[src/design/srp_params.svh]
// constants for the serial register port and its interrupt tree
`ifndef SRP_PARAMS_SVH
`define SRP_PARAMS_SVH

// ----------------------------------------------------------------------
// frame layout
// ----------------------------------------------------------------------
`define SRP_ADDR_W          10
`define SRP_DATA_W          8
`define SRP_CNT_W           5
`define SRP_BIT_DIR         5'd0
`define SRP_BIT_ADDR_LAST   5'd10
`define SRP_BIT_DEAD_LAST   5'd15
`define SRP_BIT_DATA_FIRST  5'd16
`define SRP_BIT_LAST        5'd23
`define SRP_MAX_PACKETS     8
`define SRP_PKT_W           3

// ----------------------------------------------------------------------
// register offsets
// ----------------------------------------------------------------------
`define SRP_ADDR_TOP_FLAGS  10'h004
`define SRP_ADDR_TOP_MASKS  10'h005
`define SRP_ADDR_RTC_FLAGS  10'h01c
`define SRP_ADDR_VR_FLAGS   10'h030
`define SRP_ADDR_VR_MASKS   10'h031
`define SRP_ADDR_ADC_FLAGS  10'h05f
`define SRP_ADDR_ADC_MASKS  10'h060
`define SRP_ADDR_PIN_FLAGS  10'h0e8
`define SRP_ADDR_PIN_CTL0   10'h0e0

// ----------------------------------------------------------------------
// reset values and implemented bits
// ----------------------------------------------------------------------
`define SRP_RST_FLAGS       8'h00
`define SRP_RST_TOP_MASKS   8'hfa
`define SRP_RST_VR_MASKS    8'h03
`define SRP_RST_ADC_MASKS   8'h00
`define SRP_RST_PIN_CTL     8'h00
`define SRP_VALID_RTC       8'hb0
`define SRP_VALID_VR        8'h07
`define SRP_VALID_ADC       8'h07

// ----------------------------------------------------------------------
// top-level bit positions and pin control field
// ----------------------------------------------------------------------
`define SRP_TOP_POWER_BUTTON_EVENT      0
`define SRP_TOP_ADC         1
`define SRP_TOP_RTC         3
`define SRP_TOP_PIN         4
`define SRP_TOP_VR          5
`define SRP_PREVENT_HI      5
`define SRP_PREVENT_LO      4

`endif

[src/design/srp_pkg.sv]
// types shared by the serial register port
package srp_pkg;
  typedef enum logic [1:0] {
    SRP_IDLE,
    SRP_FRAME,
    SRP_HALT
  } srp_state_e;
  typedef logic [7:0] srp_byte_t;
endpackage

[src/design/srp_top.sv]
// serial register port with two-level interrupt tree
`timescale 1ns/1ps
`include "srp_params.svh"

// Functional notes
// - decode 1024 byte-wide addresses; unmapped ones read zero, ignore writes
// - mode 1 link: clock idles low, bits sampled on falling edge
// - data output undriven while select is high
// - frame is direction, 10-bit address, 5 dead bits, 8 data bits
// - on reads, input after address is ignored; addressed byte is sent
// - on reads, output is zero during address and dead bits
// - further read bytes in one transfer come from incremented addresses
// - write data committed at the 24th falling clock edge
// - up to seven further write packets accepted while select stays low
// - alert output is a level, high while an unmasked event pends
// - flags latch and hold until a read clears them
// - mask bit one blocks the alert only; unmasking a set flag alerts
// - alert needs both second-level and top-level masks clear
// - top-level flag set by rising edge of its group's flag OR
// - top-level read clears only captured bits, right after the strobe
// - top-level read leaves second-level flags untouched
// - second-level read clears only captured bits; new events still alert
// - active level source is cleared by the pulse then sets again
// - pin events have no masks; control bits 5:4 prevent them
module srp_top
  import srp_pkg::*;
#(
  parameter int MAX_PACKETS = `SRP_MAX_PACKETS
) (
  input  wire logic       clk_i,
  input  wire logic       rst_i,
  input  wire logic       serial_clock_in_i,
  input  wire logic       serial_select_n_i,
  input  wire logic       serial_data_in_i,
  output logic            serial_data_out_o,
  output logic            serial_data_oe_o,
  output logic            host_alert_out_o,
  input  wire logic       power_button_event_i,
  input  wire logic [7:0] converter_src_i,
  input  wire logic [7:0] clock_alarm_src_i,
  input  wire logic [7:0] pin_edge_src_i,
  input  wire logic [7:0] regulator_fault_src_i
);
  // ----------------------------------------------------------------------
  // pin synchronisers
  // ----------------------------------------------------------------------
  logic [2:0]                  pin_meta_reg;
  logic [2:0]                  pin_sync_reg;
  logic                        sclk_prev_reg;
  logic                        sclk_s;
  logic                        sel_n_s;
  logic                        mosi_s;
  logic                        fall;
  logic                        rise;

  // two flops per pin before any logic looks at them
  always_ff @(posedge clk_i or posedge rst_i) begin
    if (rst_i) begin
      pin_meta_reg <= 3'h4;
      pin_sync_reg <= 3'h4;
    end else begin
      pin_meta_reg <= {serial_select_n_i, serial_clock_in_i, serial_data_in_i};
      pin_sync_reg <= pin_meta_reg;
    end
  end

  assign sel_n_s = pin_sync_reg[2];
  assign sclk_s  = pin_sync_reg[1];
  assign mosi_s  = pin_sync_reg[0];

  // edge finder on the synchronised link clock
  always_ff @(posedge clk_i or posedge rst_i) begin
    if (rst_i) begin
      sclk_prev_reg <= 1'b0;
    end else begin
      sclk_prev_reg <= sclk_s;
    end
  end

  assign fall = sclk_prev_reg & ~sclk_s;
  assign rise = ~sclk_prev_reg & sclk_s;

  // ----------------------------------------------------------------------
  // frame sequencer
  // ----------------------------------------------------------------------
  srp_state_e                  state_reg;
  logic [`SRP_CNT_W-1:0]       cnt_reg;
  logic [`SRP_PKT_W-1:0]       pkt_reg;
  logic                        write_reg;
  logic [`SRP_ADDR_W-1:0]      addr_reg;
  logic [`SRP_DATA_W-2:0]      rx_reg;
  logic [`SRP_ADDR_W-1:0]      rd_addr;
  logic                        strobe;
  logic                        commit;
  logic                        pkt_end;
  logic                        more_reg;

  assign pkt_end = fall && (state_reg == SRP_FRAME) && (cnt_reg == `SRP_BIT_LAST);
  assign commit  = pkt_end && write_reg;
  // later bytes strobe at their first rising edge, so an unread byte clears nothing
  assign strobe  = (state_reg == SRP_FRAME) && !write_reg &&
                   ((fall && (cnt_reg == `SRP_BIT_DEAD_LAST)) ||
                    (rise && more_reg && (cnt_reg == `SRP_BIT_DATA_FIRST)));
  // auto-increment on the byte boundary of a read
  assign rd_addr = (cnt_reg == `SRP_BIT_LAST) ? 10'(addr_reg + 10'h001) : addr_reg;

  // state: select low opens a frame, select high ends everything
  always_ff @(posedge clk_i or posedge rst_i) begin
    if (rst_i) begin
      state_reg <= SRP_IDLE;
    end else if (sel_n_s) begin
      state_reg <= SRP_IDLE;
    end else begin
      unique case (state_reg)
        SRP_IDLE:  state_reg <= SRP_FRAME;
        SRP_FRAME: begin
          if (commit && (int'(pkt_reg) == MAX_PACKETS - 1)) begin
            state_reg <= SRP_HALT;
          end
        end
        SRP_HALT:  state_reg <= SRP_HALT;
      endcase
    end
  end

  // bit and packet counters
  always_ff @(posedge clk_i or posedge rst_i) begin
    if (rst_i) begin
      cnt_reg <= '0;
      pkt_reg <= '0;
    end else if (state_reg != SRP_FRAME) begin
      cnt_reg <= '0;
      pkt_reg <= '0;
    end else if (pkt_end) begin
      cnt_reg <= write_reg ? '0 : `SRP_BIT_DATA_FIRST;
      pkt_reg <= write_reg ? 3'(pkt_reg + 3'h1) : pkt_reg;
    end else if (fall) begin
      cnt_reg <= 5'(cnt_reg + 5'h01);
    end
  end

  // a finished read byte arms the fetch of the next address
  always_ff @(posedge clk_i or posedge rst_i) begin
    if (rst_i) begin
      more_reg <= 1'b0;
    end else if (sel_n_s) begin
      more_reg <= 1'b0;
    end else if (pkt_end && !write_reg) begin
      more_reg <= 1'b1;
    end else if (rise) begin
      more_reg <= 1'b0;
    end
  end

  // header capture: direction then address, most significant first
  always_ff @(posedge clk_i or posedge rst_i) begin
    if (rst_i) begin
      write_reg <= 1'b0;
      addr_reg  <= '0;
      rx_reg    <= '0;
    end else if (fall && (state_reg == SRP_FRAME)) begin
      rx_reg <= {rx_reg[`SRP_DATA_W-3:0], mosi_s};
      if (cnt_reg == `SRP_BIT_DIR) begin
        write_reg <= mosi_s;
      end else if (cnt_reg <= `SRP_BIT_ADDR_LAST) begin
        addr_reg <= {addr_reg[`SRP_ADDR_W-2:0], mosi_s};
      end else if (cnt_reg == `SRP_BIT_LAST && !write_reg) begin
        addr_reg <= rd_addr;
      end
    end
  end

  // ----------------------------------------------------------------------
  // register file
  // ----------------------------------------------------------------------
  srp_byte_t                   top_masks_reg;
  srp_byte_t                   vr_masks_reg;
  srp_byte_t                   adc_masks_reg;
  srp_byte_t                   pin_ctl_reg [0:7];
  srp_byte_t                   top_flags;
  srp_byte_t                   rtc_flags;
  srp_byte_t                   vr_flags;
  srp_byte_t                   adc_flags;
  srp_byte_t                   pin_flags;
  srp_byte_t                   wr_data;
  srp_byte_t                   rd_data;

  assign wr_data = {rx_reg, mosi_s};

  // masks and pin controls written at the commit edge; flags are read-only
  always_ff @(posedge clk_i or posedge rst_i) begin
    if (rst_i) begin
      top_masks_reg <= `SRP_RST_TOP_MASKS;
      vr_masks_reg  <= `SRP_RST_VR_MASKS;
      adc_masks_reg <= `SRP_RST_ADC_MASKS;
      for (int i = 0; i < 8; i++) begin
        pin_ctl_reg[i] <= `SRP_RST_PIN_CTL;
      end
    end else if (commit) begin
      unique case (addr_reg)
        `SRP_ADDR_TOP_MASKS: top_masks_reg <= wr_data;
        `SRP_ADDR_VR_MASKS:  vr_masks_reg  <= wr_data;
        `SRP_ADDR_ADC_MASKS: adc_masks_reg <= wr_data;
        default: begin
          if ({addr_reg[`SRP_ADDR_W-1:3], 3'h0} == `SRP_ADDR_PIN_CTL0) begin
            pin_ctl_reg[addr_reg[2:0]] <= wr_data;
          end
        end
      endcase
    end
  end

  // read decode; unpopulated addresses return zero
  always_comb begin
    unique case (rd_addr)
      `SRP_ADDR_TOP_FLAGS: rd_data = top_flags;
      `SRP_ADDR_TOP_MASKS: rd_data = top_masks_reg;
      `SRP_ADDR_RTC_FLAGS: rd_data = rtc_flags;
      `SRP_ADDR_VR_FLAGS:  rd_data = vr_flags;
      `SRP_ADDR_VR_MASKS:  rd_data = vr_masks_reg;
      `SRP_ADDR_ADC_FLAGS: rd_data = adc_flags;
      `SRP_ADDR_ADC_MASKS: rd_data = adc_masks_reg;
      `SRP_ADDR_PIN_FLAGS: rd_data = pin_flags;
      default: begin
        if ({rd_addr[`SRP_ADDR_W-1:3], 3'h0} == `SRP_ADDR_PIN_CTL0) begin
          rd_data = pin_ctl_reg[rd_addr[2:0]];
        end else begin
          rd_data = 8'h00;
        end
      end
    endcase
  end

  // ----------------------------------------------------------------------
  // serial output
  // ----------------------------------------------------------------------
  srp_byte_t                   tx_reg;
  logic                        miso_reg;
  logic                        oe_reg;
  srp_byte_t                   tx_src;

  // a follow-on byte is loaded and its first bit launched at the same rising edge
  assign tx_src = strobe ? rd_data : tx_reg;

  // load at the strobe, launch on rising edges only in the data bits
  always_ff @(posedge clk_i or posedge rst_i) begin
    if (rst_i) begin
      tx_reg   <= 8'h00;
      miso_reg <= 1'b0;
      oe_reg   <= 1'b0;
    end else begin
      oe_reg <= ~sel_n_s;
      if (sel_n_s) begin
        miso_reg <= 1'b0;
      end else if (strobe && fall) begin
        tx_reg <= rd_data;
      end else if (rise) begin
        if (state_reg == SRP_FRAME && !write_reg && cnt_reg >= `SRP_BIT_DATA_FIRST) begin
          miso_reg <= tx_src[7];
          tx_reg   <= {tx_src[6:0], 1'b0};
        end else begin
          miso_reg <= 1'b0;
        end
      end
    end
  end

  assign serial_data_out_o = miso_reg;
  assign serial_data_oe_o  = oe_reg;

  // ----------------------------------------------------------------------
  // clear-on-read pulses
  // ----------------------------------------------------------------------
  srp_byte_t                   clr_top_reg;
  srp_byte_t                   clr_rtc_reg;
  srp_byte_t                   clr_vr_reg;
  srp_byte_t                   clr_adc_reg;
  srp_byte_t                   clr_pin_reg;

  // the cycle after the strobe, clear exactly what the strobe captured
  always_ff @(posedge clk_i or posedge rst_i) begin
    if (rst_i) begin
      clr_top_reg <= 8'h00;
      clr_rtc_reg <= 8'h00;
      clr_vr_reg  <= 8'h00;
      clr_adc_reg <= 8'h00;
      clr_pin_reg <= 8'h00;
    end else begin
      clr_top_reg <= (strobe && rd_addr == `SRP_ADDR_TOP_FLAGS) ? rd_data : 8'h00;
      clr_rtc_reg <= (strobe && rd_addr == `SRP_ADDR_RTC_FLAGS) ? rd_data : 8'h00;
      clr_vr_reg  <= (strobe && rd_addr == `SRP_ADDR_VR_FLAGS)  ? rd_data : 8'h00;
      clr_adc_reg <= (strobe && rd_addr == `SRP_ADDR_ADC_FLAGS) ? rd_data : 8'h00;
      clr_pin_reg <= (strobe && rd_addr == `SRP_ADDR_PIN_FLAGS) ? rd_data : 8'h00;
    end
  end

  // ----------------------------------------------------------------------
  // second-level flags
  // ----------------------------------------------------------------------
  srp_byte_t                   pin_src;

  // pin events pass only when their prevention field is zero
  always_comb begin
    for (int i = 0; i < 8; i++) begin
      pin_src[i] = pin_edge_src_i[i] &&
                   (pin_ctl_reg[i][`SRP_PREVENT_HI:`SRP_PREVENT_LO] == 2'b00);
    end
  end

  srp_flag_bank #(.WIDTH(8)) u_rtc_bank (
    .clk_i  (clk_i),
    .rst_i  (rst_i),
    .src_i  (clock_alarm_src_i & `SRP_VALID_RTC),
    .clr_i  (clr_rtc_reg),
    .flag_o (rtc_flags)
  );

  srp_flag_bank #(.WIDTH(8)) u_vr_bank (
    .clk_i  (clk_i),
    .rst_i  (rst_i),
    .src_i  (regulator_fault_src_i & `SRP_VALID_VR),
    .clr_i  (clr_vr_reg),
    .flag_o (vr_flags)
  );

  srp_flag_bank #(.WIDTH(8)) u_adc_bank (
    .clk_i  (clk_i),
    .rst_i  (rst_i),
    .src_i  (converter_src_i & `SRP_VALID_ADC),
    .clr_i  (clr_adc_reg),
    .flag_o (adc_flags)
  );

  srp_flag_bank #(.WIDTH(8)) u_pin_bank (
    .clk_i  (clk_i),
    .rst_i  (rst_i),
    .src_i  (pin_src),
    .clr_i  (clr_pin_reg),
    .flag_o (pin_flags)
  );

  // ----------------------------------------------------------------------
  // top-level flags and alert
  // ----------------------------------------------------------------------
  srp_byte_t                   grp_or;
  srp_byte_t                   grp_prev_reg;
  srp_byte_t                   grp_ok;
  logic                        alert_reg;

  // group ORs ignore masks; masks only gate the alert
  always_comb begin
    grp_or = 8'h00;
    grp_or[`SRP_TOP_POWER_BUTTON_EVENT] = power_button_event_i;
    grp_or[`SRP_TOP_ADC]    = |adc_flags;
    grp_or[`SRP_TOP_RTC]    = |rtc_flags;
    grp_or[`SRP_TOP_PIN]    = |pin_flags;
    grp_or[`SRP_TOP_VR]     = |vr_flags;
    grp_ok = 8'h00;
    grp_ok[`SRP_TOP_POWER_BUTTON_EVENT] = 1'b1;
    grp_ok[`SRP_TOP_ADC]    = |(adc_flags & ~adc_masks_reg);
    grp_ok[`SRP_TOP_RTC]    = |rtc_flags;
    grp_ok[`SRP_TOP_PIN]    = |pin_flags;
    grp_ok[`SRP_TOP_VR]     = |(vr_flags & ~vr_masks_reg);
  end

  // previous group levels for the rising-edge set
  always_ff @(posedge clk_i or posedge rst_i) begin
    if (rst_i) begin
      grp_prev_reg <= 8'h00;
    end else begin
      grp_prev_reg <= grp_or;
    end
  end

  // second-level flags are never touched by a top-level clear
  srp_flag_bank #(.WIDTH(8)) u_top_bank (
    .clk_i  (clk_i),
    .rst_i  (rst_i),
    .src_i  (grp_or & ~grp_prev_reg),
    .clr_i  (clr_top_reg),
    .flag_o (top_flags)
  );

  // level alert from unmasked top-level flags
  always_ff @(posedge clk_i or posedge rst_i) begin
    if (rst_i) begin
      alert_reg <= 1'b0;
    end else begin
      alert_reg <= |(top_flags & ~top_masks_reg & grp_ok);
    end
  end

  assign host_alert_out_o = alert_reg;
endmodule // srp_top

[src/design/srp_flag_bank.sv]
// latched event flags with capture-exact clear-on-read
`timescale 1ns/1ps
module srp_flag_bank #(
  parameter int WIDTH = 8
) (
  input  wire logic             clk_i,
  input  wire logic             rst_i,
  input  wire logic [WIDTH-1:0] src_i,
  input  wire logic [WIDTH-1:0] clr_i,
  output logic      [WIDTH-1:0] flag_o
);
  logic [WIDTH-1:0] flag_reg;
  logic [WIDTH-1:0] pend_reg;
  logic [WIDTH-1:0] flag_next;

  // cleared bits drop for the clear cycle; an event in that cycle re-sets next
  always_comb begin
    flag_next = (flag_reg & ~clr_i) | (src_i & ~clr_i) | pend_reg;
  end

  // flags and held-over events
  always_ff @(posedge clk_i or posedge rst_i) begin
    if (rst_i) begin
      flag_reg <= '0;
      pend_reg <= '0;
    end else begin
      flag_reg <= flag_next;
      pend_reg <= src_i & clr_i;
    end
  end

  assign flag_o = flag_reg;
endmodule // srp_flag_bank

[config.mk]
export PLATFORM = sky130hd
export DESIGN_NAME = srp_top
export DESIGN_NICKNAME = d
export VERILOG_FILES = /design/src/design/srp_pkg.sv /design/src/design/srp_top.sv /design/src/design/srp_flag_bank.sv
export VERILOG_INCLUDE_DIRS = /design/src /design/src/design
export SDC_FILE = /design/constraint.sdc
export NUM_CORES = 1
export LEC_CHECK = 0
export ABC_AREA = 1
export BUFFER_PORTS_ARGS = -buffer_cell sky130_fd_sc_hd__buf_2
export CAP_MARGIN = 20
export CORE_MARGIN = 5
export CORE_UTILIZATION = 53
export CTS_CLUSTER_DIAMETER = 120
export CTS_CLUSTER_SIZE = 8
export DETAILED_ROUTE_END_ITERATION = 16
export PLACE_DENSITY = 0.75
export SLEW_MARGIN = 30
export SYNTH_ARGS = -nofsm -noshare
export SYNTH_HDL_FRONTEND = slang
export SYNTH_SLANG_ARGS = --single-unit
[constraint.sdc]
create_clock -name clk_i -period 17.1 [get_ports clk_i]
set_input_delay 1.71 -clock clk_i [delete_from_list [all_inputs] [get_ports clk_i]]
set_output_delay 1.71 -clock clk_i [all_outputs]
set_load 0.01 [all_outputs]
==> results.md, run 1 <==
- Status: completed
- Setup TNS: 0 ns
- Hold-fix buffers, CTS: 0
- P&R area growth vs syn: 10.9%
- Hold Fails Final Rpt: 0
- Total Power: 1.38 mW
- First-pass GRT wire length: 52000 um
- Die Y-Extent: between 150 and 200 um
- Crit-path cells: ha_1, nand2_2, inv_2, nand2_4, nand2_1, nand2_1, buf_4, nand2_1, nor2_2, nand2_4, o21ai_0, nor2_1, nand3_2, a21oi_1, a21oi_1
- Final cycle utilization of the critical path: approximately 24%
- Hold Path Cell Cnt: 0
- Detailed Route WL: 31800 um
- Nets: 1490
- Initial drt markers: 797
- CP Capture Type: flop
- Cell count after synthesis: 1415
- Clock power share: 46.2%
- Core box area: 22000 um^2
- Most used flip-flop cell after synthesis: dfrtp_1
- WL per Instance: 18.3 um
- Post-layout minimum cycle time: 4.15 ns
- Slew @ Worst Pin: 0.876 ns
- Post-CTS Setup Bufs: 0
- Worst EP arrival: around 4.6 ns
- Syn Nets: 1463
- Sw Share: 27.2%
- RSZ-0062 raised after global routing: false
- Htree depth: 2
- Register area share after synthesis: 51.0%
- Fin util: 60.1%
- Combinational Power Share: a little under a tenth
- Fillcell total: 1871
- Largest net degree at the start of global routing: 101
- Slew Limit Fails: 0
- Crit path top cell by count: nand2_1
- GRT overflow: 0
- HP Class: flop to flop
- Vias in the first global route: approximately 9.6k
- Slowest-stage cell, CP: nor2_2
- Initial antenna violation count: 0
- Vias per inst: roughly 5.6
- Flop pwr share: 44.2%
- Die X: between 150 and 200 um
- Detailed Routing Iterations Pass 1: 5
- CP required: 17.53 ns
- Synth warn: 0
- CTS resizes: 0
- Starting Density: around 54%
- Site Rows: 54
- Synthesized area per cell: 8.40 um^2
- Critical path class: flop to flop
- Clock-pin slew on the worst setup and hold paths: roughly 0.05 ns
- Placed wire-length estimate: 22100 um
- Reg2reg setup slack: 12.95 ns
- I/O pin count: 41
- P_int: around 1.0 mW
- CTS buffer count: 36
- Max incr delay on CP: around 0.68 ns
- Switch Pwr: 0.375 mW
- Peak VDD IR: 0.0866 mV
- Total clock sinks: 242
- Root Buffer: clkbuf_16
- Fmax: 0.241 GHz
- Layout cells sized above 1: a little under an eighth
- Vias: 9657
- Die area: 25500 um^2
- Buffers on Ports: 25
- CTS tree: yes
- Detailed-route DRC error count: 0
- Leading cell type in the layout, fill and taps excluded: nand2_1
- ANT cells: 0
- Critical Path Start Type: flop
- Syn Std Cell Area: 11900 um^2
- Leakage: 6.78 nW
- Clock buffer depth: 3
- Critical Path Fanout Max: 30
- Yosys reg bits: 242
- Final setup viols: 0
- Gr usage total: 25.3%
- Max_slew headroom: 41.4%
- Largest register FFs: 64
- Number of synthesized flops with an enable pin: 0
- Commonest non-fill, non-tap cells in the layout: nand2_1 (265), dfrtp_1 (232), inv_1 (213)
- Synth async-reset ratio: 100%
- R2R cell count: 15
- Gpl congestion: 0.975
- P per Cell Area: between 100 and 150 nW/um^2
- Layout Skew: approximately 0.015 ns
- Synth unique cells: 48
- Clk_lat worst skew: 0.51 ns
- Post-route ant nets: 0
- Max cap viols: 0
-- final timing paths --
kind,startpoint,endpoint
setup / recovery,cnt_reg[1]$_DFFE_PP0P_,tx_reg[7]$_DFFE_PP0P_
hold / removal,pin_meta_reg[0]$_DFF_PP0_,pin_sync_reg[0]$_DFF_PP0_
setup reg to reg,cnt_reg[1]$_DFFE_PP0P_,tx_reg[7]$_DFFE_PP0P_
hold reg to reg,pin_meta_reg[0]$_DFF_PP0_,pin_sync_reg[0]$_DFF_PP0_
max in group asynchronous,rst_i,clr_adc_reg[1]$_DFF_PP0_
min in group asynchronous,rst_i,pin_ctl_reg[18]$_DFFE_PP0P_
-- cells by family after synthesis --
group | after synthesis | synth area share, %
AND/OR/NAND/NOR | 663 | 26.4
buffers and inverters | 271 | 9.21
flip-flops | 242 | 51.0
AO/OA/AOI/OAI | 197 | 9.62
multiplexers | 30 | 2.53
adder cells (fa/ha/maj) | 10 | 1.05
XOR/XNOR | 2 | 0.147
-- layer usage --
metal | global-route usage [%] | vias up | part of all wire (%)
met5 | 0 | - | 0
met3 | 5.26 | 95 | 7.2
met4 | 10.8 | 0 | 4.1
met2 | 38.3 | 363 | 45
li1 | - | 4611 | -
met1 | 35.7 | 4588 | 44
-- critical path, delay by kind of cell (launching register included) --
kind / cells / cell delay [ns]
flops: 1 / 0.42
fa+ha+maj: 1 / 0.22
buf+inv: 2 / 0.41
compound gates: 3 / 0.81
simple gates: 9 / 2.17
-- Yosys cell counts (5+ instances only) --
master	number	area [um^2]
nand2_4	6	67.6
nand2_2	15	93.8
o21bai_1	13	97.6
a31oi_1	5	31.3
clkbuf_1	18	67.6
or2_2	6	37.5
o21ai_1	5	25.0
nor4_1	10	62.6
o2111ai_1	5	43.8
o21ai_0	69	345
nand3_1	96	480
a21oi_1	57	285
buf_4	11	82.6
o22ai_1	17	106
inv_2	13	48.8
nand3_2	9	90.1
buf_2	11	55.1
nor2_4	15	169
nor2_1	176	661
nand4_1	35	219
dfrtp_1	232	5810
o211ai_1	14	105
inv_1	214	803
mux2i_1	30	300
ha_1	10	125
nor3_1	7	35.0
dfstp_2	10	263
nor2_2	9	56.3
nand2_1	265	995
-- power by group through the flow --
stage | logic [mW] | clock network [mW] | registers, mW
3_3_place_gp | 0.128 | 0 | 0.617
5_1_grt | 0.144 | 0.676 | 0.610
2_1_floorplan | 0.103 | 0 | 0.600
4_1_cts | 0.130 | 0.645 | 0.608
6_report | 0.132 | 0.637 | 0.609
3_5_place_dp | 0.130 | 0 | 0.617
-- through the flow --
step | cells | worst slack (ns) | area [um^2] | hold WS (ns)
2_1_floorplan | 1415 | 8.76 | 11900 | 0.331
3_3_place_gp | 1684 | 13.13 | 12200 | 0.336
3_5_place_dp | 1684 | 13.11 | 12200 | 0.336
4_1_cts | 1740 | 13.08 | 13200 | 0.346
5_1_grt | 1740 | 12.79 | 13200 | 0.349
6_report | 1740 | 12.95 | 13200 | 0.341
-- area by class of cell --
type	instances	area (um^2)	share of cell area (%)
Clock buffer	53	965	7.31
Timing Repair Buffer	32	181	1.38
Multi-Input combinational cell	902	4730	35.8
Tap cell	280	350	2.66
Clock inverter	3	33.8	0.256
Inverter	228	863	6.55
Sequential cell	242	6070	46.0
Power figures use the tool's default switching activity.
==> inputs of run 2 (changes only) <==
==> constraint.sdc (replaced) <==
create_clock -name clk_i -period 4.2 [get_ports clk_i]
set_input_delay 0.42 -clock clk_i [delete_from_list [all_inputs] [get_ports clk_i]]
set_output_delay 0.42 -clock clk_i [all_outputs]
set_load 0.01 [all_outputs]
==> run 2 against run 1 <==
- worst setup slack got worse by 12 ns
- sequential power rose to 4.1 times the previous value
- sequential cell count did not move
- clock skew barely moved
- fmax rose by 11%
- critical endpoint is now clr_pin_reg[4]$_DFF_PP0_
- first-iteration DRC count rose by 15%
- critical path depth rose by 2
- highest routed layer unchanged
- global-route usage rose by 0.23 points
- register-to-register slack got worse by 12 ns
- clock-buffer cell count fell by 5
- final cell count barely moved
==> results.md, run 2 (synthesized netlist as in run 1, its figures left out) <==
- Status: completed
- GRT overflow: 0
- Initial drt markers: a little over 900
- Setup TNS: 0 ns
- Flop pwr share: 44.6%
- Detailed-route DRC error count: 0
- Total Power: 5.57 mW
- Final instance area: between 10000 and 15000 um^2
- Max_slew headroom: 37.6%
- Largest net degree at the start of global routing: 73
- Switch Pwr: roughly 1.5 mW
- Peak VDD IR: 0.428 mV
- RR Startpoint: cnt_reg[1]$_DFFE_PP0P_
- Slew @ Worst Pin: 0.925 ns
- P_int: 4.07 mW
- Largest register FFs: 64
- P per Cell Area: approximately 420 nW/um^2
- Hold Fails Final Rpt: 0
- Core box area: 22000 um^2
- Worst EP arrival: 4.15 ns
- Starting Density: between 50% and 60%
- Combinational Power Share: 9.6%
- Reg2reg setup slack: ~0.47 ns
- Post-CTS Setup Bufs: 0
- I/O pin count: roughly 40
- Detailed Routing Iterations Pass 1: 5
- Slew Limit Fails: 0
- Gpl congestion: 0.986
- Buffers on Ports: 25
- CTS buffer count: 36
- Detailed Route WL: 32200 um
- Die X: 160 um
- First-pass GRT wire length: 52500 um
- Critical Path Start Type: flop
- RSZ-0062 raised after global routing: false
- Worst setup path end: clr_pin_reg[4]$_DFF_PP0_
- Root Buffer: clkbuf_16
- Clock power share: 45.9%
- WL per Instance: 18.5 um
- Fillcell total: ~1.9k
- Leakage: 6.80 nW
- Leading cell type in the layout, fill and taps excluded: nand2_1
- Nets: about 1.5k
- Sw Share: 26.9%
- Clk_lat worst skew: 0.51 ns
- Hold-fix buffers, CTS: 0
- CTS tree: yes
- Vias in the first global route: 9797
- Commonest non-fill, non-tap cells in the layout: nand2_1 (265), dfrtp_1 (232), inv_1 (213)
- Critical path class: flop to flop
- Die area: 25500 um^2
- Vias per inst: 5.59
- ANT cells: 0
- Placed wire-length estimate: 22700 um
- Site Rows: 54
- HP Class: input port to flop
- Layout Skew: 0.0148 ns
- Vias: between 9k and 10k
- Final cycle utilization of the critical path: 88.9%
- Clock buffer depth: 3
- CP startpoint: cnt_reg[1]$_DFFE_PP0P_
- Fmax: approximately 0.27 GHz
- Layout cells sized above 1: 11.7%
- Max cap viols: 0
- Post-layout minimum cycle time: approximately 3.7 ns
- Post-route ant nets: 0
- Total clock sinks: 242
- Hold Path Cell Cnt: 1
- Critical Path Fanout Max: 13
- Fin util: 60.2%
- R2R cell count: 17
- Reg-to-Reg End: clr_pin_reg[4]$_DFF_PP0_
- Htree depth: 2
- Die Y-Extent: 160 um
- Clock-pin slew on the worst setup and hold paths: 0.05 ns
- Placed cell areas: 12200 um^2
- P&R area growth vs syn: 11.1%
- Initial antenna violation count: 0
- CTS resizes: 0
- CP required: 4.62 ns
- Final setup viols: 0
- Gr usage total: around 26%
- CP Capture Type: flop
-- run 2: power by group through the flow --
| stage | sequential [mW] | combinational (mW) | clock (mW) |
|---|---|---|---|
| after floorplan | 2.44 | 0.421 | 0 |
| after global placement | 2.51 | 0.521 | 0 |
| after detailed placement | 2.51 | 0.528 | 0 |
| after CTS | 2.48 | 0.533 | 2.60 |
| after global routing | 2.49 | 0.594 | 2.70 |
| final | 2.48 | 0.533 | 2.55 |
-- run 2: per-stage QoR --
stage / setup slack [ns] / std cells / hold WS, ns
final: 0.468 / 1741 / 0.0195
after global placement: 0.662 / 1690 / 0.336
after detailed placement: 0.548 / 1690 / 0.349
after CTS: 0.531 / 1741 / 0.000178
after global routing: 0.247 / 1741 / 0.0109
after floorplan: 0.612 / 1415 / 0.331
-- run 2: worst min-delay path by stage --
| stage | from | to |
|---|---|---|
| 2_1_floorplan | pin_meta_reg[0]$_DFF_PP0_ | pin_sync_reg[0]$_DFF_PP0_ |
| 3_3_place_gp | pin_meta_reg[1]$_DFF_PP0_ | pin_sync_reg[1]$_DFF_PP0_ |
| 3_5_place_dp | pin_meta_reg[2]$_DFF_PP1_ | pin_sync_reg[2]$_DFF_PP1_ |
| 4_1_cts | serial_clock_in_i | pin_meta_reg[1]$_DFF_PP0_ |
| 5_1_grt | serial_select_n_i | pin_meta_reg[2]$_DFF_PP1_ |
| 6_report | serial_clock_in_i | pin_meta_reg[1]$_DFF_PP0_ |
-- run 2: final cells by class --
cell class | count | area (um^2) | area share, %
flip-flops and latches | 242 | 6070 | 45.9
multi-input cells | 902 | 4730 | 35.8
clock buffers | 48 | 946 | 7.16
inverters | 228 | 860 | 6.51
well taps | 280 | 350 | 2.65
repair buffers | 38 | 226 | 1.71
clock inverters | 3 | 33.8 | 0.256
-- run 2: routing by layer --
layer / track usage, % / vias to the layer above / routed length, um
li1: - / 4623 / -
met1: 34.2 / 4625 / 13700
met2: 40.9 / 380 / 14800
met3: 6.03 / 103 / 2440
met4: 9.46 / 0 / 1250
met5: 0.947 / - / 0
-- run 2: critical path, stage by stage, from the launching register on --
cell and delay, ns:
dfrtp_1 0.42, ha_1 0.22, nand2_2 0.13, inv_2 0.14, nand2_4 0.11, nand2_1 0.08, nand2_1 0.19, nor2_2 0.60
inv_2 0.22, nor2_1 0.54, nand2_1 0.14, nand2_1 0.08, nor2_1 0.06, nand2_4 0.13, inv_2 0.07, nand2_1 0.08
nand3_2 0.23, nor2_1 0.18
==> inputs of run 3 (changes only) <==
--- a/config.mk
+++ b/config.mk
@@ -6,7 +6,7 @@
 export SDC_FILE = /design/constraint.sdc
 export NUM_CORES = 1
 export LEC_CHECK = 0
-export ABC_AREA = 1
+export ABC_AREA = 0
 export BUFFER_PORTS_ARGS = -buffer_cell sky130_fd_sc_hd__buf_2
 export CAP_MARGIN = 20
 export CORE_MARGIN = 5
==> run 3 against run 2 <==
- power increased by 7.3%
- core utilization increased by 0.93 points
- routed wire length decreased by 11%
- die area decreased by 5.0%
- clock power increased by 4%
- final cell count decreased by 21%
- non-clock buffer count increased by 14
- register-to-register slack got worse by 0.16 ns
- clock skew increased by 0.015 ns
- area after synthesis decreased by 5.3%
==> results.md, run 3 <==
- Status: completed
- Most numerous cell in the Yosys netlist: dfrtp_1
- Die X: 156 um
- Commonest non-fill, non-tap cells in the layout: dfrtp_1 (232), nor2_1 (98), mux2_2 (98)
- Gr usage total: between 20% and 30%
- Critical Path Fanout Max: 19
- CP Capture Type: flop
- Die Y-Extent: 156 um
- Cell count after placement: around 1.3k
- Most used flip-flop cell after synthesis: dfrtp_1
- Placed wire-length estimate: 19300 um
- Vias per inst: around 6.1
- Dominant cell type by area after synthesis: dfrtp_1
- RR Startpoint: cnt_reg[1]$_DFFE_PP0P_
- Final WS setup: 0.307 ns
- Final instance area: between 10000 and 15000 um^2
- CP required: 4.61 ns
- Detailed-route DRC error count: 0
- Hold Fails Final Rpt: 0
- I/O pin count: 41
- CTS resizes: 0
- Leading cell type in the layout, fill and taps excluded: dfrtp_1
- Clk_lat worst skew: 0.51 ns
- Setup TNS: 0 ns
- Gpl congestion: 0.947
- Pre-CTS setup slack: 0.419 ns
- Crit-path cells: ha_1, nand4b_4, buf_4, nor4_1, a211o_1, nor4_4, nor4_4, mux2i_1, nand2_1, nor2_1
- Final cycle utilization of the critical path: 92.7%
- Multi-input logic area: roughly 4900 um^2
- Clock buffer depth: 3
- Leakage: 5.72 nW
- Vias in the first global route: about 8.5k
- Max incr delay on CP: 0.64 ns
- Starting Density: 53.7%
- Post-CTS Setup Bufs: 0
- Initial drt markers: around 710
- Post-layout minimum cycle time: 3.89 ns
- Slowest-stage cell, CP: nor4_1
- Site Rows: 53
- Peak VDD IR: between 0.3 and 0.4 mV
- Slew Limit Fails: 0
- Final setup viols: 0
- Fillcell total: 1701
- Core box area: roughly 21000 um^2
- First-pass GRT wire length: between 40000 and 50000 um
- Post-route ant nets: 0
- Placed cell areas: 11700 um^2
- Htree depth: 2
- Top post-synthesis cells by area: dfrtp_1 (52%), mux2_2 (9.8%), nor2_1 (3.3%)
- CTS tree: yes
- Synth top area share: about 52%
- Slew @ Worst Pin: 0.857 ns
- P per Cell Area: around 470 nW/um^2
- Layout Skew: 0.0298 ns
- Critical path class: flop to flop
- Worst EP arrival: 4.30 ns
- Detailed Routing Iterations Pass 1: 7
- HP Class: input port to flop
- Largest net degree at the start of global routing: 191
- Clock-pin slew on the worst setup and hold paths: 0.05 ns
- Final Hold Slack: 0.0164 ns
- CTS buffer count: 36
- Total clock sinks: 242
- Synth unique cells: 80
- Register area share after synthesis: 53.9%
- Crit path top cell by count: nor4_4
- Max cap viols: 0
- P&R area growth vs syn: 13.7%
- RSZ-0062 raised after global routing: false
- Largest register FFs: 64
- ANT cells: 0
- Total Power: between 5 and 6 mW
- Fin util: 61.1%
- Synth async-reset ratio: 100%
- Max_slew headroom: 42.6%
- Layout cells sized above 1: 21.0%
- CP startpoint: cnt_reg[1]$_DFFE_PP0P_
- Die area: 24300 um^2
- Critical Path Start Type: flop
- Yosys reg bits: between 200 and 250
- Fmax: 0.257 GHz
- Cell count after synthesis: 1036
- Synthesized area per cell: 10.9 um^2
- Vias: 8465
- WL per Instance: 20.7 um
- Hold-fix buffers, CTS: 0
- Nets: 1123
- Syn Nets: 1084
- FF/Latch Area: approximately 6100 um^2
- GRT overflow: 0
- Synth warn: 0
- Initial antenna violation count: 0
- Number of synthesized flops with an enable pin: 0
- Syn Std Cell Area: 11300 um^2
- Buffers on Ports: 25
- Root Buffer: clkbuf_16
- Commonest cells in the synthesized netlist: dfrtp_1 (232), mux2_2 (98), nor2_1 (98)
- Hold Crit Start: serial_clock_in_i
- Layout Cells excl Fill: 1377
- Detailed Route WL: 28500 um
[run 3: cell count changes in the layout (fill, tap and decap cells not counted), moves of 20 or more]
cell and delta:
inv_1 -180, nand2_1 -172, mux2_2 +98, nor2_1 -78, nand3_1 -56, o21ai_0 -43, nand4_1 -27, mux2i_1 -20
[run 3: critical path: cells and delay by family, from the launching register on]
family,cells,cell delay [ns]
AO/OA/AOI/OAI,1,0.37
AND/OR/NAND/NOR,6,2.08
buffers and inverters,1,0.28
multiplexers,1,0.34
flip-flops,1,0.42
adder cells (fa/ha/maj),1,0.29
[run 3: routing by layer]
metal	up-vias	track usage [%]	part of all wire [%]
li1	3830	-	-
met1	4232	32.8	42
met5	-	0	0
met3	74	5.41	8.2
met4	0	8.13	3.0
met2	329	38.5	47
[run 3: where the power goes]
group | internal [mW] | switching, mW | total [mW]
Combinational | 0.288 | 0.495 | 0.783
Clock | 1.64 | 1.01 | 2.65
Sequential | 2.39 | 0.149 | 2.54
[run 3: kinds of logic after synthesis]
kind of cell    Yosys count  share of synthesized area (%)
compound gates          203                           12.5
xor+xnor                  7                          0.545
fa+ha+maj                10                           1.11
buf+inv                  86                           3.07
flops                   242                           53.9
mux                     114                           11.8
simple gates            374                           17.0
[run 3: final timing paths]
kind / endpoint / slack [ns] / cells after the start
max in group asynchronous: pin_ctl_reg[8]$_DFFE_PP0P_ / 3.25 / 4
setup reg to reg: clr_top_reg[3]$_DFF_PP0_ / 0.31 / 10
hold / removal: pin_meta_reg[1]$_DFF_PP0_ / 0.02 / 1
setup / recovery: clr_top_reg[3]$_DFF_PP0_ / 0.31 / 10
min in group asynchronous: u_vr_bank.pend_reg[0]$_DFF_PP0_ / 0.03 / 3
hold reg to reg: pin_sync_reg[0]$_DFF_PP0_ / 0.35 / 0
[run 3: layout make-up]
cell class | instances | share of cell area [%]
Inverter | 35 | 1.06
Clock buffer | 62 | 7.96
Timing Repair Buffer | 52 | 2.81
Multi-Input combinational cell | 708 | 37.9
Sequential cell | 242 | 47.4
Clock inverter | 3 | 0.205
Tap cell | 275 | 2.69
